File: src/hw/asf_regs.svh
`ifndef ASF_REGS_SVH
`define ASF_REGS_SVH
// Control characters on the link.
`define ASF_CH_STX 8'h02
`define ASF_CH_ETX 8'h03
`define ASF_CH_ENQ 8'h05
`define ASF_CH_ACK 8'h06
`define ASF_CH_LF 8'h0a
`define ASF_CH_CR 8'h0d
`define ASF_CH_NAK 8'h15
// Data field lengths in characters.
`define ASF_LEN_STD 3'h4
`define ASF_LEN_SHORT 3'h2
`define ASF_LEN_LONG 3'h6
// Field positions after the opening character.
`define ASF_POS_INSTR 4'h2
`define ASF_POS_WAIT 4'h4
// Instruction bit that marks a write request.
`define ASF_WRITE_BIT 7
// Error codes sent with a negative acknowledge.
`define ASF_ERR_SUM 4'h2
`define ASF_ERR_PROTO 4'h3
`define ASF_ERR_CHAR 4'h7
// Reply delay step and clock rate.
`define ASF_WAIT_STEP_MS 10
`define ASF_CLK_MHZ 50
`define ASF_WAIT_STEP_CYC (`ASF_WAIT_STEP_MS * 1000 * `ASF_CLK_MHZ)
`define ASF_FIFO_DEPTH 16
`endif

File: src/hw/asf_pkg.sv
package asf_pkg;
`include "asf_regs.svh"
	// Framer sequencing states.
	typedef enum logic [2:0] {
		ST_IDLE, ST_REQ, ST_CHECK, ST_WAIT, ST_SEND, ST_CONF, ST_CONFCHK
	} asf_state_e;
	// Kind of reply being sent.
	typedef enum logic [1:0] {KIND_ACK, KIND_NAK, KIND_READ} asf_kind_e;
	// Decode one ASCII hex digit; bit 4 flags a bad character.
	function automatic logic [4:0] asf_hex_val(input logic [7:0] c);
		if (c >= 8'h30 && c <= 8'h39) return {1'b0, c[3:0]};
		if (c >= 8'h41 && c <= 8'h46) return {1'b0, c[3:0] + 4'h9};
		return 5'h10;
	endfunction : asf_hex_val
	// Encode a nibble as an upper-case ASCII hex digit.
	function automatic logic [7:0] asf_hex_chr(input logic [3:0] n);
		return (n < 4'ha) ? 8'h30 + {4'h0, n} : 8'h37 + {4'h0, n};
	endfunction : asf_hex_chr
	// Data field length for the selected format.
	function automatic logic [2:0] asf_data_len(input logic [1:0] f);
		case (f)
			2'h1: return `ASF_LEN_SHORT;
			2'h2: return `ASF_LEN_LONG;
			default: return `ASF_LEN_STD;
		endcase
	endfunction : asf_data_len
endpackage : asf_pkg

File: src/hw/asf_stream_if.sv
`timescale 1ns/100ps
// Character stream with valid and ready between framer blocks.
interface asf_stream_if #(parameter int W = 8);
	logic [W-1:0] data; // Character.
	logic valid; // Source offers data.
	logic ready; // Sink takes data.
	modport src(output data, output valid, input ready);
	modport snk(input data, input valid, output ready);
endinterface : asf_stream_if

File: src/hw/asf_fifo.sv
`timescale 1ns/100ps
// Transmit queue; the head word is held in an output register.
module asf_fifo #(
	parameter int W = 8,
	parameter int DEPTH = 16
) (
	input wire logic clk_sys_in, // System clock.
	input wire logic resetn_in, // Async reset, active low.
	asf_stream_if.snk in_s, // Fill side.
	asf_stream_if.src out_s // Drain side.
);
	localparam int AW = $clog2(DEPTH);
	logic [W-1:0] mem_q [DEPTH]; // Storage array.
	logic [AW-1:0] wr_q; // Write pointer.
	logic [AW-1:0] rd_q; // Read pointer.
	logic [AW:0] cnt_q; // Words held in the array.
	logic [W-1:0] out_q; // Registered head word.
	logic out_v_q; // Head word valid.
	logic push;
	logic load;
	// Full stalls the framer, so back-pressure reaches the reply builder.
	assign in_s.ready = (cnt_q != (AW + 1)'(DEPTH));
	assign push = in_s.valid & in_s.ready;
	// Refill the head register whenever it is empty or being taken.
	assign load = (cnt_q != '0) & (~out_v_q | out_s.ready);
	assign out_s.valid = out_v_q;
	assign out_s.data = out_q;
	// Array write; no reset needed for data storage.
	always_ff @(posedge clk_sys_in) begin
		if (push) begin
			mem_q[wr_q] <= in_s.data;
		end
	end
	// Pointers and occupancy.
	always_ff @(posedge clk_sys_in or negedge resetn_in) begin
		if (!resetn_in) begin
			wr_q <= '0;
			rd_q <= '0;
			cnt_q <= '0;
		end else begin
			wr_q <= wr_q + AW'(push);
			rd_q <= rd_q + AW'(load);
			cnt_q <= cnt_q + (AW + 1)'(push) - (AW + 1)'(load);
		end
	end
	// Output register.
	always_ff @(posedge clk_sys_in or negedge resetn_in) begin
		if (!resetn_in) begin
			out_q <= '0;
			out_v_q <= 1'b0;
		end else if (load) begin
			out_q <= mem_q[rd_q];
			out_v_q <= 1'b1;
		end else if (out_s.ready) begin
			out_v_q <= 1'b0;
		end
	end
endmodule : asf_fifo

File: src/hw/asf_framer.sv
// How it works
// - STX 02, ETX 03, ENQ 05 opens requests.
// - ACK is 06, NAK is 15.
// - Station 00..1F; answer only own station.
// - Good write answered ACK plus station.
// - Bad request answered NAK, station, error code.
// - Good read: STX, station, data, ETX, sum.
// - Wait digit times 10 ms, up to 150.
// - Wait character absent unless setting is 9999.
// - Delay runs from request end to reply.
// - Sum is low byte, two hex characters.
// - CR LF terminators selected by configuration.
// - Instruction code selects operation and data meaning.
// - Never transmit without an addressed request.
`timescale 1ns/100ps
`include "asf_regs.svh"
module asf_framer #(
	parameter int unsigned WAIT_STEP_CYCLES = `ASF_WAIT_STEP_CYC // Cycles per delay step.
) (
	input wire logic clk_sys_in, // System clock, 50 MHz.
	input wire logic resetn_in, // Async reset, active low.
	input wire logic [7:0] rx_data_in, // Received character.
	input wire logic rx_valid_in, // Received character valid.
	output logic rx_ready_out, // Framer takes characters.
	output logic [7:0] tx_data_out, // Character to send.
	output logic tx_valid_out, // Send character valid.
	input wire logic tx_ready_in, // Link takes the character.
	input wire logic [4:0] station_id_in, // Own station number.
	input wire logic wait_char_en_in, // High: reply_delay_setting is 9999.
	input wire logic [3:0] reply_delay_steps_in, // Delay steps without wait char.
	input wire logic line_terminator_select_in, // High: CR LF used.
	input wire logic [1:0] data_fmt_in, // 0 standard, 1 short, 2 long.
	output logic req_valid_out, // Pulse: request to application.
	output logic req_write_out, // Request is a write.
	output logic [7:0] req_instr_out, // Instruction code.
	output logic [23:0] req_data_out, // Write data, right aligned.
	input wire logic rsp_valid_in, // Pulse: application answers.
	input wire logic rsp_error_in, // Application rejects request.
	input wire logic [3:0] rsp_code_in, // Error code for rejection.
	input wire logic [23:0] rsp_data_in // Read data, right aligned.
);
	asf_pkg::asf_state_e state_q; // Sequencer state.
	asf_pkg::asf_kind_e kind_q; // Reply kind.
	logic [3:0] pos_q, tpos_q, wdig_q, code_q; // Indices, wait digit and error code.
	logic [7:0] station_q, instr_q; // Received station number and instruction code.
	logic [23:0] data_q, rdata_q; // Received write data and read data to send.
	logic [7:0] rsum_q, csum_q; // Received sum check and sum computed over the frame.
	logic char_err_q, proto_err_q, conf_nak_q, conf_bad_q; // Frame and confirmation flags.
	logic rsp_got_q, req_valid_q; // Reply content known and request pulse.
	logic [7:0] tsum_q, tx_ch; // Reply sum and the reply character at tpos_q.
	logic acc, is_enq, addressed; // Character taken, it is ENQ, station matches.
	logic tmr_done, push_fire; // Delay elapsed and reply character queued.
	logic [4:0] hv; // Decoded hex digit.
	logic [2:0] dl; // Data length of format.
	logic [3:0] dstart, sstart, rx_last, conf_last, tx_last; // Field starts and frame ends.
	asf_stream_if #(.W(8)) push_if ();
	asf_stream_if #(.W(8)) pop_if ();

	// Characters are taken only while listening, never while replying.
	assign rx_ready_out = state_q inside {asf_pkg::ST_IDLE, asf_pkg::ST_REQ, asf_pkg::ST_CONF};
	assign acc = rx_valid_in & rx_ready_out;
	assign is_enq = (rx_data_in == `ASF_CH_ENQ);
	assign hv = asf_pkg::asf_hex_val(rx_data_in);
	assign dl = asf_pkg::asf_data_len(data_fmt_in);
	// The wait character slot exists only in the 9999 setting.
	assign dstart = `ASF_POS_WAIT + {3'h0, wait_char_en_in};
	// Only writes carry data; the instruction decides which it is.
	assign sstart = dstart + (instr_q[`ASF_WRITE_BIT] ? {1'b0, dl} : 4'h0);
	assign rx_last = sstart + 4'h1 + (line_terminator_select_in ? 4'h2 : 4'h0);
	assign conf_last = 4'h2 + (line_terminator_select_in ? 4'h2 : 4'h0);
	// Stations above 1F never match since the top bits must be zero.
	assign addressed = (station_q == {3'h0, station_id_in});

	// Request and confirmation parsing.
	always_ff @(posedge clk_sys_in or negedge resetn_in) begin
		if (!resetn_in) begin
			pos_q <= 4'h0;
			station_q <= 8'h00;
			instr_q <= 8'h00;
			wdig_q <= 4'h0;
			data_q <= 24'h000000;
			rsum_q <= 8'h00;
			csum_q <= 8'h00;
			char_err_q <= 1'b0;
			proto_err_q <= 1'b0;
			conf_nak_q <= 1'b0;
			conf_bad_q <= 1'b0;
		end else if (acc && is_enq && state_q != asf_pkg::ST_CONF || acc && is_enq && pos_q == 4'h0) begin
			// An ENQ restarts a request, also mid-frame, except after the first character of a confirmation.
			pos_q <= 4'h0;
			csum_q <= 8'h00;
			char_err_q <= 1'b0;
			proto_err_q <= 1'b0;
			instr_q <= 8'h00;
			data_q <= 24'h000000;
		end else if (acc && state_q == asf_pkg::ST_REQ) begin
			pos_q <= pos_q + 4'h1;
			if (pos_q < sstart) begin
				csum_q <= csum_q + rx_data_in;
				char_err_q <= char_err_q | hv[4];
			end
			if (pos_q < `ASF_POS_INSTR) begin
				station_q <= {station_q[3:0], hv[3:0]};
			end else if (pos_q < `ASF_POS_WAIT) begin
				instr_q <= {instr_q[3:0], hv[3:0]};
			end else if (wait_char_en_in && pos_q == `ASF_POS_WAIT) begin
				wdig_q <= hv[3:0];
			end else if (pos_q < sstart) begin
				data_q <= {data_q[19:0], hv[3:0]};
			end else if (pos_q < sstart + 4'h2) begin
				rsum_q <= {rsum_q[3:0], hv[3:0]};
				char_err_q <= char_err_q | hv[4];
			end else if (pos_q == sstart + 4'h2) begin
				proto_err_q <= proto_err_q | (rx_data_in != `ASF_CH_CR);
			end else begin
				proto_err_q <= proto_err_q | (rx_data_in != `ASF_CH_LF);
			end
		end else if (acc && state_q == asf_pkg::ST_CONF) begin
			pos_q <= pos_q + 4'h1;
			if (pos_q == 4'h0) begin
				conf_nak_q <= (rx_data_in == `ASF_CH_NAK);
				conf_bad_q <= (rx_data_in != `ASF_CH_NAK) && (rx_data_in != `ASF_CH_ACK);
			end else if (pos_q < 4'h3) begin
				station_q <= {station_q[3:0], hv[3:0]};
			end
		end else if (state_q == asf_pkg::ST_SEND) begin
			// Ready to count the host's confirmation from zero.
			pos_q <= 4'h0;
		end
	end

	// Sequencer.
	always_ff @(posedge clk_sys_in or negedge resetn_in) begin
		if (!resetn_in) begin
			state_q <= asf_pkg::ST_IDLE;
		end else begin
			case (state_q)
				asf_pkg::ST_IDLE: begin
					if (acc && is_enq) begin
						state_q <= asf_pkg::ST_REQ;
					end
				end
				asf_pkg::ST_REQ: begin
					if (acc && !is_enq && pos_q == rx_last) begin
						state_q <= asf_pkg::ST_CHECK;
					end
				end
				asf_pkg::ST_CHECK: begin
					// Frames for other stations are dropped without a word.
					state_q <= addressed ? asf_pkg::ST_WAIT : asf_pkg::ST_IDLE;
				end
				asf_pkg::ST_WAIT: begin
					if (rsp_got_q && tmr_done) begin
						state_q <= asf_pkg::ST_SEND;
					end
				end
				asf_pkg::ST_SEND: begin
					if (push_fire && tpos_q == tx_last) begin
						state_q <= (kind_q == asf_pkg::KIND_READ) ? asf_pkg::ST_CONF
							: asf_pkg::ST_IDLE;
					end
				end
				asf_pkg::ST_CONF: begin
					if (acc && is_enq && pos_q == 4'h0) begin
						state_q <= asf_pkg::ST_REQ;
					end else if (acc && pos_q == conf_last) begin
						state_q <= asf_pkg::ST_CONFCHK;
					end
				end
				default: begin
					// A NAK from the host for us repeats the read reply.
					state_q <= (conf_nak_q && !conf_bad_q && addressed) ? asf_pkg::ST_SEND
						: asf_pkg::ST_IDLE;
				end
			endcase
		end
	end

	// Reply content: own errors first, otherwise the application's answer.
	always_ff @(posedge clk_sys_in or negedge resetn_in) begin
		if (!resetn_in) begin
			kind_q <= asf_pkg::KIND_ACK;
			code_q <= 4'h0;
			rdata_q <= 24'h000000;
			rsp_got_q <= 1'b0;
			req_valid_q <= 1'b0;
			req_write_out <= 1'b0;
			req_instr_out <= 8'h00;
			req_data_out <= 24'h000000;
		end else begin
			req_valid_q <= 1'b0;
			if (state_q == asf_pkg::ST_CHECK && addressed) begin
				if (char_err_q || proto_err_q || csum_q != rsum_q) begin
					kind_q <= asf_pkg::KIND_NAK;
					rsp_got_q <= 1'b1;
					// A bad character makes the sum meaningless, so it wins.
					code_q <= char_err_q ? `ASF_ERR_CHAR : proto_err_q ? `ASF_ERR_PROTO
						: `ASF_ERR_SUM;
				end else begin
					rsp_got_q <= 1'b0;
					req_valid_q <= 1'b1;
					req_write_out <= instr_q[`ASF_WRITE_BIT];
					req_instr_out <= instr_q;
					req_data_out <= data_q;
				end
			end else if (state_q == asf_pkg::ST_WAIT && rsp_valid_in && !rsp_got_q) begin
				rsp_got_q <= 1'b1;
				code_q <= rsp_code_in;
				rdata_q <= rsp_data_in;
				if (rsp_error_in) begin
					kind_q <= asf_pkg::KIND_NAK;
				end else if (req_write_out) begin
					kind_q <= asf_pkg::KIND_ACK;
				end else begin
					kind_q <= asf_pkg::KIND_READ;
				end
			end
		end
	end
	assign req_valid_out = req_valid_q;

	// Delay from the end of the request; the digit counts 10 ms steps.
	asf_wait_timer #(.STEP_CYCLES(WAIT_STEP_CYCLES)) u_timer (
		.clk_sys_in(clk_sys_in),
		.resetn_in(resetn_in),
		.start_in(state_q == asf_pkg::ST_CHECK && addressed),
		.steps_in(wait_char_en_in ? wdig_q : reply_delay_steps_in),
		.done_out(tmr_done)
	);

	// Reply length: body, sum for reads, optional terminator.
	always_comb begin
		case (kind_q)
			asf_pkg::KIND_ACK: tx_last = 4'h2;
			asf_pkg::KIND_NAK: tx_last = 4'h3;
			default: tx_last = 4'h5 + {1'b0, dl};
		endcase
		tx_last = tx_last + (line_terminator_select_in ? 4'h2 : 4'h0);
	end

	// Character generator for the reply at tpos_q.
	always_comb begin
		logic [3:0] blen;
		logic [3:0] k;
		logic [4:0] sh;
		blen = line_terminator_select_in ? tx_last - 4'h1 : 4'hf; // No tail without CR LF.
		k = tpos_q - 4'h3;
		sh = {2'h0, dl - 3'h1 - k[2:0]} << 2;
		if (tpos_q == 4'h0) begin
			tx_ch = (kind_q == asf_pkg::KIND_READ) ? `ASF_CH_STX
				: (kind_q == asf_pkg::KIND_ACK) ? `ASF_CH_ACK : `ASF_CH_NAK;
		end else if (tpos_q == 4'h1) begin
			tx_ch = asf_pkg::asf_hex_chr({3'h0, station_id_in[4]});
		end else if (tpos_q == 4'h2) begin
			tx_ch = asf_pkg::asf_hex_chr(station_id_in[3:0]);
		end else if (tpos_q >= blen) begin
			tx_ch = (tpos_q == blen) ? `ASF_CH_CR : `ASF_CH_LF;
		end else if (kind_q == asf_pkg::KIND_NAK) begin
			tx_ch = asf_pkg::asf_hex_chr(code_q);
		end else if (k < {1'b0, dl}) begin
			tx_ch = asf_pkg::asf_hex_chr(4'(rdata_q >> sh));
		end else if (k == {1'b0, dl}) begin
			tx_ch = `ASF_CH_ETX;
		end else if (k == {1'b0, dl} + 4'h1) begin
			tx_ch = asf_pkg::asf_hex_chr(tsum_q[7:4]);
		end else begin
			tx_ch = asf_pkg::asf_hex_chr(tsum_q[3:0]);
		end
	end

	// Reply index and running sum; STX itself is left out of the sum.
	always_ff @(posedge clk_sys_in or negedge resetn_in) begin
		if (!resetn_in) begin
			tpos_q <= 4'h0;
			tsum_q <= 8'h00;
		end else if (state_q != asf_pkg::ST_SEND) begin
			tpos_q <= 4'h0;
			tsum_q <= 8'h00;
		end else if (push_fire) begin
			tpos_q <= tpos_q + 4'h1;
			if (tpos_q != 4'h0 && tpos_q < 4'h4 + {1'b0, dl}) begin
				tsum_q <= tsum_q + tx_ch;
			end
		end
	end

	// Queue towards the link; a full queue holds the generator.
	assign push_if.valid = (state_q == asf_pkg::ST_SEND);
	assign push_if.data = tx_ch;
	assign push_fire = push_if.valid & push_if.ready;
	assign pop_if.ready = tx_ready_in;
	assign tx_valid_out = pop_if.valid;
	assign tx_data_out = pop_if.data;
	asf_fifo #(.W(8), .DEPTH(`ASF_FIFO_DEPTH)) u_fifo (
		.clk_sys_in(clk_sys_in),
		.resetn_in(resetn_in),
		.in_s(push_if),
		.out_s(pop_if)
	);
endmodule : asf_framer

File: src/hw/asf_wait_timer.sv
`timescale 1ns/100ps
// Counts a number of fixed delay steps after a start pulse.
module asf_wait_timer #(
	parameter int unsigned STEP_CYCLES = 500000
) (
	input wire logic clk_sys_in, // System clock.
	input wire logic resetn_in, // Async reset, active low.
	input wire logic start_in, // Pulse: begin counting.
	input wire logic [3:0] steps_in, // Steps to wait.
	output logic done_out // High when no step remains.
);
	localparam int CW = $clog2(STEP_CYCLES + 1);
	logic [CW-1:0] cyc_q; // Cycles left in the current step.
	logic [3:0] steps_q; // Steps left.
	assign done_out = (steps_q == 4'h0);
	// A fresh start overrides any count still running.
	always_ff @(posedge clk_sys_in or negedge resetn_in) begin
		if (!resetn_in) begin
			steps_q <= 4'h0;
			cyc_q <= '0;
		end else if (start_in) begin
			steps_q <= steps_in;
			cyc_q <= CW'(STEP_CYCLES - 1);
		end else if (steps_q != 4'h0) begin
			if (cyc_q == '0) begin
				steps_q <= steps_q - 4'h1;
				cyc_q <= CW'(STEP_CYCLES - 1);
			end else begin
				cyc_q <= cyc_q - 1'b1;
			end
		end
	end
endmodule : asf_wait_timer
File: config.mk
export PLATFORM = sky130hd
export DESIGN_NAME = asf_framer
export DESIGN_NICKNAME = d
export VERILOG_FILES = /design/src/hw/asf_pkg.sv /design/src/hw/asf_stream_if.sv /design/src/hw/asf_fifo.sv /design/src/hw/asf_framer.sv /design/src/hw/asf_wait_timer.sv
export VERILOG_INCLUDE_DIRS = /design/src /design/src/hw
export SDC_FILE = /design/constraint.sdc
export NUM_CORES = 1
export LEC_CHECK = 0
export ABC_AREA = 1
export BUFFER_PORTS_ARGS = -buffer_cell sky130_fd_sc_hd__buf_2
export CORE_MARGIN = 1.5
export CORE_UTILIZATION = 65
export CTS_CLUSTER_SIZE = 14
export DETAILED_ROUTE_END_ITERATION = 8
export PLACE_DENSITY = 0.85
export SLEW_MARGIN = 0
export SYNTH_ARGS = -nofsm -noshare
export SYNTH_HDL_FRONTEND = slang
export SYNTH_SLANG_ARGS = --single-unit
File: constraint.sdc
create_clock -name clk_sys_in -period 12.5 [get_ports clk_sys_in]
set_clock_uncertainty 0.1 [all_clocks]
set_input_delay 3.125 -clock clk_sys_in [delete_from_list [all_inputs] [get_ports clk_sys_in]]
set_output_delay 3.125 -clock clk_sys_in [all_outputs]
set_load 0.03 [all_outputs]
-- After elaboration in Yosys (flattened, before gate mapping)
Memories as Yosys holds them, arrays and structs flattened. A register that Yosys moved wholly into a read port is not among the register bits.
Index checks and enable logic that the tools add are counted.
- $mul: 0
- reductions and logical operators: 63
- shifts and indexed selects: 1
- add/subtract/negate cells: 36
- equal/unequal tests: 43
- $lt $le $gt $ge: 17
- muxes and demuxes: 107
- bitwise operators: 16
- div/mod/pow operators: 0
- operators by type and width (operator ; count):
    two-way mux 24 bit ; 6
    two-way mux 8 bit ; 15
    two-way mux 7 bit ; 13
    adder 6 x 4 -> 7 bit, first input constant ; 10
    two-way mux 19 bit ; 3
    two-way mux 4 bit ; 14
    two-way mux 3 bit ; 11
    two-way mux 5 bit ; 6
    two-way mux 1 bit ; 29
    equality test 4 bit ; 6
    >> shifter 24 x 5 -> 4 bit ; 1
    nonzero test 2 bit ; 11
    logical AND 1 bit ; 20
    less-than comparator 4 bit, second input constant ; 5
    AND reduction 5 bit ; 4
    logical NOT 19 bit ; 1
    subtractor 19 x 1 -> 19 bit, second input constant ; 1
    inequality test 2 bit, second input constant ; 9
    one-hot mux 3 bit (6 select lines) ; 1
    adder 8 bit ; 2
    inequality test 8 x 4 -> 1 bit, second input constant ; 2
    two-way mux 2 bit ; 7
    adder 4 x 1 -> 4 bit, second input constant ; 3
    logical NOT 4 bit ; 3
    62 further kinds ; 100
- latch bits: 0
- memories kept: 1
- memory bits (writable): 112
- memory bits (read-only): 0
- output and inout port bits: 44
- flip-flop bits (word level): 193
- memories (name ; words ; bits a word ; read ports ; clocked after memory_dff ; write ports ; line ; source):
    u_fifo.mem_q ; 16 ; 7 ; 1 ; 1 ; 1 ; asf_fifo.sv:13 ; logic [W-1:0] mem_q [DEPTH];

-- Logic depth before layout (Yosys ltp)
Gate-level depths: netlist of run 1.
- depth after elaboration: 17
- mapped depth: 31
- mapped depth without buffers: 31

-- Modules after synthesis
From an unflattened synthesis of run 1, not the netlist that was laid out.
- cell total of the unflattened synthesis: 1970
- area total of the unflattened synthesis: 16841.2 um^2
- modules (own cells, without submodules) (module ; cells an instance ; sequential area each (um^2) ; area each (um^2) ; times used):
    asf_framer ; 1134 ; 3678.5 ; 8837.2 ; 1
    asf_fifo ; 633 ; 4394.2 ; 6570.1 ; 1
    asf_wait_timer ; 203 ; 575.6 ; 1433.9 ; 1

-- Least setup slack after synthesis of run 1
OpenSTA, ideal clock, no wires.
- path type: input to register
- from: in data_fmt_in[1]
- to: reg tsum_q[7]
- setup time: 0.077 ns
- buffers on the path: 0
- setup slack: 5.099 ns
- stages: 27
- arrival time: 7.223 ns
- cells stage by stage: inv_1 -> ha_1 -> nand2_1 -> ha_1 -> ha_1 -> inv_1 -> nand3_1 -> o21ai_0 -> a21oi_1 -> ha_1 -> nand2_1 -> inv_1 -> nand3_1 -> nand3_1 -> a21oi_1 -> a21boi_0 -> a211oi_1 -> ha_1 -> nand2_1 -> nand2_1 -> a21oi_1 -> nor2_1 -> nor2_1 -> nor2_1 -> o21ai_0 -> o21ai_0 -> a21oi_1
- word-level cells in the longest chain between the ends: 17
- elaborated cells between the ends (all ways): 39
- classes of those cells: 10 x add/sub; 4 x order compare; 5 x eq/ne; 1 x shift; 16 x mux; 3 x reduce/logical
- RTL lines (item ; line ; source):
    from (decl) ; asf_framer.sv:32 ; input wire logic [1:0] data_fmt_in,
    equality test 2 bit or equality test 2 x 1 -> 1 bit (tied branches) ; asf_pkg.sv:21 ; case (f)
    one-hot mux 3 bit (2 select lines) (*) ; asf_pkg.sv:21 ;
    subtractor 3 x 1 -> 3 bit ; asf_framer.sv:248 ; sh = {2'h0, dl - 3'h1 - k[2:0]} << 2;
    subtractor 3 bit ; asf_framer.sv:248 ;
    >> shifter 24 x 5 -> 4 bit ; asf_framer.sv:261 ; tx_ch = asf_pkg::asf_hex_chr(4'(rdata_q >> sh));
    adder 6 x 4 -> 7 bit or less-than comparator 4 bit (tied branches) ; asf_pkg.sv:17 ; return (n < 4'ha) ? 8'h30 + {4'h0, n} : 8'h37 + {4'h0, n};
    two-way mux 7 bit ; asf_pkg.sv:17 ;
    two-way mux 7 bit ; asf_framer.sv:260 ; end else if (k < {1'b0, dl}) begin
    [2 not listed] ; -- ;
    two-way mux 7 bit (*) ; asf_framer.sv:254 ; end else if (tpos_q == 4'h2) begin
    two-way mux 7 bit (*) ; asf_framer.sv:252 ; end else if (tpos_q == 4'h1) begin
    two-way mux 7 bit (*) ; asf_framer.sv:249 ; if (tpos_q == 4'h0) begin
    via push_if.data[3] ; asf_stream_if.sv:4 ; logic [W-1:0] data;
    adder 8 bit (*) ; asf_framer.sv:282 ; tsum_q <= tsum_q + tx_ch;
    two-way mux 8 bit (*) ; asf_framer.sv:281 ; if (tpos_q != 4'h0 && tpos_q < 4'h4 + {1'b0, dl}) begin
    two-way mux 8 bit (*) ; asf_framer.sv:279 ; end else if (push_fire) begin
    two-way mux 8 bit (*) ; asf_framer.sv:276 ; end else if (state_q != asf_pkg::ST_SEND) begin
    to (signal assigned) ; asf_framer.sv:282 ;
    to (decl) ; asf_framer.sv:50 ; logic [7:0] tsum_q, tx_ch;
The timed path passes the listed nets; every way through them passes the cells marked *. The select of a mux whose other input is x is not followed.
A chain may end at the register's enable or synchronous reset.

-- Worst setup path in the final report of run 1
Same ends and word-level chain as after synthesis.

==> results of run 1 <==
==> flip-flops by register name, summed over array words and instances (netlist names), 2 cells and up <==
name / count
req_data_out: 24
u_fifo.cnt_q: 5
kind_q: 2
rdata_q: 24
state_q: 3
station_q: 8
data_q: 24
rsum_q: 8
tsum_q: 8
u_fifo.rd_q: 4
u_fifo.wr_q: 4
instr_q: 8
csum_q: 8
wdig_q: 4
u_fifo.mem_q: 112
tpos_q: 4
u_timer.cyc_q: 19
pos_q: 4
u_fifo.out_s.data: 7
req_instr_out: 7
code_q: 4
u_timer.steps_q: 4
==> placed cells by master, fill, tap and decap left out, types with 9 or more instances in the layout <==
master,n
nand2_1,302
dfrtp_1,190
inv_1,186
nor2_1,157
o21ai_0,152
edfxtp_1,112
buf_2,96
nand3_1,65
ha_1,63
a21oi_1,57
o22ai_1,31
clkbuf_16,31
xor2_1,28
o21ai_1,26
o211ai_1,21
nand2_2,15
xnor2_1,15
nor3_1,14
o32ai_1,14
mux2i_1,14
o221ai_1,14
nand4_1,12
a31oi_1,11
inv_2,9
o31ai_1,9
==> power by group <==
group	switching, mW	internal, mW	leakage, nW
registers	0.178	1.23	3.46
clock network	0.386	0.518	0.479
logic	0.713	0.386	3.73
==> cells by family after synthesis <==
kind of cell / Yosys count / synth area share [%]
other: 1 / 0.0247
adders and majority gates: 67 / 5.71
xor gates and xnor gates: 43 / 2.48
DFF: 303 / 53.5
buffers and inverters: 248 / 6.58
muxes: 16 / 1.07
and+or+nand+nor: 601 / 16.9
AOI/OAI and AO/OA: 357 / 13.7
==> metal layers <==
metal / part of all wire [%] / wire length, um / vias up
met2: 48 / 17400 / 520
li1: - / - / 5706
met1: 40 / 14600 / 5826
met5: 0.036 / 13 / -
met4: 3.1 / 1100 / 2
met3: 8.1 / 2920 / 90
==> stage by stage <==
stage	area (sq um)	util, %	hold slack (ns)	std cells	setup slack [ns]
2_1_floorplan	15200	-	0.337	1636	5.10
3_3_place_gp	15900	69.7	0.359	2002	4.62
3_5_place_dp	15900	69.7	0.364	2002	4.24
4_1_cts	16900	74.1	0.377	2057	4.82
5_1_grt	16900	74.1	0.396	2057	4.17
6_report	16900	74.1	0.376	2057	4.66
==> final cells by class <==
type	count	area (sq um)	share of cell area (%)
Clock buffer	43	855	5.06
Clock inverter	12	133	0.786
Inverter	200	753	4.46
Multi-Input combinational cell	1085	6070	36.0
Sequential cell	303	8140	48.3
Tap cell	313	392	2.32
Timing Repair Buffer	101	524	3.11
==> worst max-delay path: cells and delay by family <==
kind                       cells  cell delay (ns)
AOI/OAI and AO/OA              7             2.06
adders and majority gates      5             1.56
buffers and inverters          4             0.28
and+or+nand+nor               10             1.18
==> path summary, 6_finish.rpt <==
check	cells after the start	endpoint	from
hold / removal	2	rdata_q[16]$_DFFE_PN0P_	rdata_q[16]$_DFFE_PN0P_
min in group asynchronous	1	u_fifo.out_s.data[3]$_DFFE_PN0P_	resetn_in
max in group asynchronous	2	req_data_out[12]$_DFFE_PN0P_	resetn_in
setup / recovery	26	tsum_q[7]$_DFFE_PN0P_	data_fmt_in[1]
setup reg to reg	25	tsum_q[7]$_DFFE_PN0P_	tpos_q[0]$_DFFE_PN0P_
hold reg to reg	2	rdata_q[16]$_DFFE_PN0P_	rdata_q[16]$_DFFE_PN0P_
==> flow_summary_export.csv, run 1 <==
group,metric,value,unit
synthesis,synth.avg_cell_area,9.30,sq um
global_route,grt_max_degree,117,
final_layout,finalNetCount,1843,
timing,rsz0062_at_grt,"false",
global_route,met2_usage,51.0,%
timing,hold_viol_final,0,
synthesis,synthDominantCellAreaShare,31.4,%
run_status,status,"finished, final reports clean",
timing,drv_slew,0,
final_layout,area_delta_synth_final,10.9,%
global_route,gr-usage-met1,39.7,%
synthesis,yosysWarningCount,0,
worst_setup_path,setup.worst_path.end_class,"register",
synthesis,ys_top_cells_by_count,"302 x nand2_1, 191 x dfrtp_1, 186 x inv_1, 157 x nor2_1, 153 x o21ai_0",
timing,relSlewSlack,9.76,%
place,gp_congestion,0.921,
worst_setup_path,critPathRequiredTime,12.87,ns
route,drc,0,
worst_setup_path,cp_slowest_cell,"a21oi_1",
place,dp_hpwl,23600,um
global_route,grt_overflow_total,0,
synthesis,synth_seq_area_share,53.5,%
cts,cts_sinks,303,
floorplan,die_h,156,um
worst_setup_path,crit_fanout,17,
timing,timing.final.crit_share,62.7,%
place,io_buffers,97,
floorplan,start_util,66.8,%
final_layout,fillers,1552,
synthesis,syn_nets,1758,
route,avgViaCountPerCell,5.90,
run,maxCapViolations,0,
cts,post_cts_buffers,0,
cts,h-tree-depth,1,
worst_hold_path,hold_path.class,"reg2reg",
floorplan,core_area,22800,sq um
route,drtIter0Drc,1082,
cts,insertion_delay,0.56,ns
timing,fmax,128,MHz
synthesis,yosysMostFrequentCell,"nand2_1",
route,drt_pass1_iterations,8,
cts,clockBufferDepth,3,
global_route,grt_use_met3,4.75,%
route,wl_per_cell,17.5,um
cts,cts_inserted_buffers,30,
final_layout,antennaDiodeCount,0,
synthesis,async_flop_share,63.0,%
route,drtAntennaViolNets,0,
floorplan,fp-row-count,55,
cts,cts.reportedPaths.clkPinSlew,0.06,ns
synthesis,yosysUniqueCellTypes,60,
worst_setup_path,cp-start-kind,"primary input",
worst_setup_path,crit_top_cell,"ha_1",
cts,cts_resized,0,
worst_setup_path,worstSetupPathType,"in2reg",
floorplan,ios,99,
floorplan,die_area,24300,sq um
global_route,top_usage_layer,"met2",
global_route,grt_pass1_wl,58300,um
power_and_ir_drop,power,3.41,mW
synthesis,syn-cell-area,15200,sq um
timing,worstMarginPinSlew,1.35,ns
synthesis,synth-seq-cells,303,
global_route,grt_pass1_vias,11800,
timing,period_minus_slack,7.84,ns
power_and_ir_drop,p_per_area,202,nW/um^2
route,vias,12100,
cts,cts_tree,"done",
synthesis,yosysTopAreaCell,"dfrtp_1",
global_route,track_usage,30.2,%
final_layout,drive_gt1_share,11.6,%
route,drt_wl_total,36000,um
worst_setup_path,arrival,8.21,ns
synthesis,synth_cells,1636,
worst_setup_path,r2r_slack,6.49,ns
power_and_ir_drop,ir_worst_vdd,0.000146,V
worst_setup_path,cp_slowest_stage_delay,0.98,ns
global_route,antenna_found_initial,1,
power_and_ir_drop,power.leakage,7.67,nW
synthesis,ys.flop_type,"dfrtp_1",
cts,cts_root_buf,"clkbuf_16",
timing,final-setup-viol-count,0,
timing,tns,0,ns
synthesis,synth_area_leaders,"dfrtp_1 31%, edfxtp_1 22%, nand2_1 7.5%, ha_1 5.2%, o21ai_0 5.0%",
synthesis,synth_edf_count,112,
cts,postCtsHoldBufs,0,
floorplan,fp.dieW,156,um
Power figures use the tool's default switching activity.
==> inputs of run 2 (changes only) <==
Settings changed: CORE_UTILIZATION 65 to 55, PLACE_DENSITY 0.85 to 0.76.
Clock period 12.5 ns to 6.6 ns, I/O delays scaled along.
==> run 2 against run 1 <==
  * Sequential share of layout area fell by 0.40 points
  * Total power rose by 91%
  * Clock-buffer cell count grew 1
  * Largest cell class unchanged
==> flow_summary_export.csv, run 2 (synthesis results as in run 1) <==
group,metric,value,unit
floorplan,ios,99,
worst_setup_path,crit_fanout,17,
cts,cts_root_buf,"clkbuf_16",
worst_setup_path,reg2reg_depth,30,
worst_setup_path,r2r-end,"tsum_q[7]$_DFFE_PN0P_",
cts,cts_tree,"done",
route,drt_wl_total,34400,um
final_layout,fillers,2199,
route,wl_per_cell,16.4,um
timing,final-setup-viol-count,0,
final_layout,drive_gt1_share,12.0,%
route,drtIter0Drc,854,
route,drtAntennaViolNets,0,
route,drc,0,
timing,whs,0.379,ns
worst_setup_path,setup.worst_path.end_class,"register",
worst_setup_path,critPathRequiredTime,6.88,ns
global_route,grt_overflow_total,0,
place,gp_congestion,0.894,
place,io_buffers,97,
final_layout,area_delta_synth_final,11.8,%
floorplan,fp-row-count,60,
power_and_ir_drop,ir_worst_vdd,0.000279,V
worst_setup_path,cp-start-kind,"primary input",
global_route,grt_pass1_wl,56300,um
worst_setup_path,r2r_slack,1.02,ns
timing,timing.final.crit_share,88.7,%
route,vias,11700,
run,maxCapViolations,0,
timing,period_minus_slack,5.86,ns
global_route,antenna_found_initial,2,
final_layout,largest_reg_flops,112,
final_layout,layout_commonest_cell,"nand2_1",
cts,cts_inserted_buffers,34,
worst_setup_path,cp_top_family,"compound AO/OA/AOI/OAI gates",
floorplan,die_area,28700,sq um
cts,post_cts_buffers,0,
timing,tns,0,ns
timing,relSlewSlack,25.2,%
final_layout,seq_area,8140,sq um
cts,h-tree-depth,2,
worst_setup_path,crit_top_cell,"ha_1",
power_and_ir_drop,power.leakage,7.72,nW
worst_hold_path,hold_depth,2,
timing,hold_viol_final,0,
worst_hold_path,hold_path.class,"reg2reg",
worst_hold_path,hp-start,"req_instr_out[5]$_DFFE_PN0P_",
cts,clockBufferDepth,3,
final_layout,largest-register,"u_fifo.mem_q",
worst_setup_path,cp_slowest_stage_delay,0.77,ns
power_and_ir_drop,power,6.51,mW
worst_setup_path,cp_slowest_cell,"a211oi_2",
worst_setup_path,arrival,6.14,ns
cts,cts_resized,0,
worst_hold_path,min_to,"req_instr_out[5]$_DFFE_PN0P_",
cts,cts_sinks,303,
cts,insertion_delay,0.52,ns
route,drt_pass1_iterations,6,
power_and_ir_drop,p_per_area,382,nW/um^2
worst_setup_path,worstSetupPathType,"in2reg",
global_route,grt_max_degree,98,
cts,cts.reportedPaths.clkPinSlew,0.06,ns
route,avgViaCountPerCell,5.60,
place,dp_hpwl,23800,um
floorplan,fp.dieW,169,um
final_layout,final_cell_mix,"302 x nand2_1, 190 x dfrtp_1, 186 x inv_1, 157 x nor2_1, 152 x o21ai_0",
cts,postCtsHoldBufs,0,
final_layout,finalNetCount,1852,
run_status,status,"finished, final reports clean",
floorplan,start_util,56.3,%
floorplan,core_area,27000,sq um
timing,fmax,171,MHz
final_layout,multiInputGateArea,6070,sq um
floorplan,die_h,169,um
timing,drv_slew,0,
global_route,track_usage,24.5,%
timing,worstMarginPinSlew,1.11,ns
global_route,grt_pass1_vias,11400,
worst_setup_path,r2r-start,"tpos_q[0]$_DFFE_PN0P_",
timing,rsz0062_at_grt,"false",
worst_setup_path,critPathBufInv,4,
run 2: cell count changes in the layout (fill, tap and decap cells not counted), sizes merged:
cell	change
clkbuf	+1
inv	+3
bufinv	-1
clkinv	+1
diode	+1
buf	+5
clkinvlp	+1
run 2: where the power goes:
group	total (mW)	switching, mW	internal (mW)
clock network	1.79	0.755	1.03
logic	2.07	1.33	0.740
registers	2.65	0.325	2.33
total	6.51	2.41	4.10
run 2: layout make-up:
cell class / count / share of cell area, %
diodes: 1 / 0.0147
clock buffers: 44 / 5.40
clock inverters: 16 / 0.787
inverters: 200 / 4.43
multi-input cells: 1085 / 35.7
flip-flops and latches: 303 / 47.9
well taps: 341 / 2.51
repair buffers: 106 / 3.30
run 2: metal layers:
layer	track usage, %	vias up	wire length [um]
met5	0	-	10
met4	8.66	2	1030
met3	3.82	82	2100
met2	40.3	350	16200
met1	33.2	5568	15000
li1	-	5736	-
run 2: how the worst max path moves through the flow:
stage,startpoint,endpoint,slack [ns],cells past startpoint
finish,data_fmt_in[1],tsum_q[6]$_DFFE_PN0P_,0.74,26
floorplan,data_fmt_in[1],tsum_q[7]$_DFFE_PN0P_,0.67,27
global placement,data_fmt_in[1],tsum_q[7]$_DFFE_PN0P_,0.39,28
detailed placement,data_fmt_in[1],tsum_q[6]$_DFFE_PN0P_,0.25,26
global route,data_fmt_in[1],tsum_q[7]$_DFFE_PN0P_,0.12,28
CTS,data_fmt_in[1],tsum_q[7]$_DFFE_PN0P_,0.77,28
run 2: through the flow:
stage | cells | setup WS, ns | cell area [sq um] | utilization (%)
2_1_floorplan | 1636 | 0.674 | 15200 | -
6_report | 2096 | 0.745 | 17000 | 63.0
5_1_grt | 2095 | 0.116 | 17000 | 62.9
3_5_place_dp | 2035 | 0.252 | 16000 | 59.1
3_3_place_gp | 2035 | 0.393 | 16000 | 59.1
4_1_cts | 2095 | 0.770 | 17000 | 62.9
run 2: tightest hold or removal path, cell delays in order (launching register included):
cell and delay (ns):
dfrtp_1 0.34, nand2_1 0.05, nand2_1 0.05
==> inputs of run 3 (changes only) <==
Settings changed: CORE_UTILIZATION 55 to 65, PLACE_DENSITY 0.76 to 0.85.
Clock period 6.6 ns to 7.5 ns, I/O delays scaled along.
==> run 3 against run 2 <==
  * Sequential power down 12%
  * Via count is 2.4% higher
  * Cell count shrank 1.5%
  * Die area is 15% lower
  * Routed wire length increased by 2.3%
  * Register-to-register slack improved by 1.4 ns
  * Global-route usage rose by 4.8 points
  * Critical path depth stayed put
  * Clock-buffer cell count fell by 3
  * First-iteration DRC count is 19% higher
  * Highest routed layer unchanged
==> flow_summary_export.csv, run 3 (synthesis results as in run 1) <==
group,metric,value,unit
run_status,status,"finished, final reports clean",
cts,postCtsHoldBufs,0,
place,gp_congestion,0.880,
worst_setup_path,crit_top_cell,"ha_1",
worst_setup_path,arrival,6.59,ns
worst_setup_path,cp-start-kind,"primary input",
route,drt_pass1_iterations,5,
cts,cts.reportedPaths.clkPinSlew,0.07,ns
route,vias,12000,
worst_setup_path,cp_top_family,"compound AO/OA/AOI/OAI gates",
floorplan,die_area,24300,sq um
global_route,track_usage,29.3,%
worst_setup_path,critPathRequiredTime,7.84,ns
worst_hold_path,hold_depth,2,
final_layout,layout_commonest_cell,"nand2_1",
floorplan,core_area,22800,sq um
worst_setup_path,crit_fanout,17,
worst_setup_path,r2r_slack,2.45,ns
cts,clockBufferDepth,3,
global_route,antenna_found_initial,4,
timing,relSlewSlack,24.9,%
cts,post_cts_buffers,0,
global_route,grt_overflow_total,0,
floorplan,start_util,66.8,%
timing,tns,0,ns
timing,rsz0062_at_grt,"false",
final_layout,drive_gt1_share,12.1,%
place,dp_hpwl,23800,um
route,drc,0,
route,drtIter0Drc,1018,
power_and_ir_drop,ir_worst_vdd,0.000296,V
global_route,grt_max_degree,88,
place,io_buffers,97,
timing,worst_slack,1.24,ns
cts,h-tree-depth,1,
worst_setup_path,r2r-start,"tpos_q[1]$_DFFE_PN0P_",
timing,hold_viol_final,0,
worst_setup_path,cp_slowest_stage_delay,0.87,ns
route,wl_per_cell,17.0,um
floorplan,ios,99,
timing,drv_slew,0,
final_layout,finalNetCount,1848,
worst_hold_path,hp-start,"instr_q[6]$_DFFE_PN0P_",
final_layout,final_cell_mix,"302 x nand2_1, 190 x dfrtp_1, 186 x inv_1, 157 x nor2_1, 152 x o21ai_0",
route,avgViaCountPerCell,5.82,
power_and_ir_drop,power,5.73,mW
cts,cts_inserted_buffers,30,
cts,cts_sinks,303,
worst_setup_path,worstSetupPathType,"in2reg",
timing,timing.final.crit_share,83.4,%
worst_setup_path,cp_slowest_cell,"a211oi_2",
route,drtAntennaViolNets,0,
cts,cts_root_buf,"clkbuf_16",
global_route,grt_pass1_vias,11700,
timing,fmax,160,MHz
worst_setup_path,r2r-end,"tsum_q[7]$_DFFE_PN0P_",
cts,cts_tree,"done",
worst_setup_path,setup.worst_path.end_class,"register",
cts,insertion_delay,0.57,ns
cts,cts_resized,0,
power_and_ir_drop,power.leakage,7.72,nW
final_layout,area_delta_synth_final,11.4,%
timing,final-setup-viol-count,0,
run,maxCapViolations,0,
place,pre_cts_ws,0.778,ns
timing,period_minus_slack,6.26,ns
floorplan,die_h,156,um
worst_setup_path,reg2reg_depth,30,
worst_setup_path,critPathBufInv,4,
floorplan,fp.dieW,156,um
final_layout,largest_reg_flops,112,
final_layout,largest-register,"u_fifo.mem_q",
route,drt_wl_total,35100,um
global_route,grt_pass1_wl,57100,um
timing,worstMarginPinSlew,1.12,ns
power_and_ir_drop,p_per_area,338,nW/um^2
worst_hold_path,hold_path.class,"reg2reg",
floorplan,fp-row-count,55,
worst_hold_path,min_to,"req_instr_out[6]$_DFFE_PN0P_",
run 3: metrics by stage:
step	instance area, sq um	hold WS, ns	instances	utilization, %
6_report	17000	0.372	2065	74.4
5_1_grt	16900	0.404	2063	74.4
4_1_cts	16900	0.373	2063	74.4
3_5_place_dp	15900	0.362	2007	69.9
3_3_place_gp	15900	0.362	2007	69.9
2_1_floorplan	15200	0.337	1636	-
run 3: worst reg2reg max path, delay by kind of cell (launching register included):
| kind | cells | cell delay (ns) |
|---|---|---|
| AO/OA/AOI/OAI | 7 | 1.40 |
| AND/OR/NAND/NOR | 16 | 1.32 |
| adder cells (fa/ha/maj) | 4 | 1.28 |
| flip-flops | 1 | 0.53 |
| buffers and inverters | 3 | 0.35 |
run 3: per-layer routing:
| metal | part of all wire (%) | vias to the layer above | track usage (%) | wire (um) |
|---|---|---|---|---|
| li1 | - | 5716 | - | - |
| met1 | 41 | 5730 | 37.5 | 14300 |
| met2 | 48 | 479 | 50.0 | 17000 |
| met3 | 7.5 | 92 | 5.08 | 2630 |
| met4 | 3.3 | 2 | 11.4 | 1170 |
| met5 | 0.020 | - | 0 | 7 |
run 3: worst max-delay path by stage:
| stage | endpoint | slack [ns] | from | depth (start not counted) |
|---|---|---|---|---|
| after floorplan | tsum_q[7]$_DFFE_PN0P_ | 1.35 | data_fmt_in[1] | 27 |
| after global placement | tsum_q[7]$_DFFE_PN0P_ | 1.04 | data_fmt_in[1] | 28 |
| after detailed placement | tsum_q[6]$_DFFE_PN0P_ | 0.78 | data_fmt_in[1] | 26 |
| after CTS | tsum_q[7]$_DFFE_PN0P_ | 1.36 | data_fmt_in[1] | 28 |
| after global routing | tsum_q[7]$_DFFE_PN0P_ | 0.93 | data_fmt_in[1] | 31 |
| final | tsum_q[6]$_DFFE_PN0P_ | 1.24 | data_fmt_in[1] | 26 |
run 3: power breakdown:
part	switching, mW	internal, mW
clock network	0.648	0.898
logic	1.20	0.654
registers	0.287	2.05
total	2.14	3.60
run 3: cell type report:
type / instances / area [sq um]
sequential: 303 / 8140
tap: 313 / 392
multi-input combinational: 1085 / 6070
timing repair buffer: 106 / 562
clock buffer: 41 / 846
fill: 1529 / 5820
clock inverter: 15 / 179
inverter: 200 / 753
antenna: 2 / 5.00
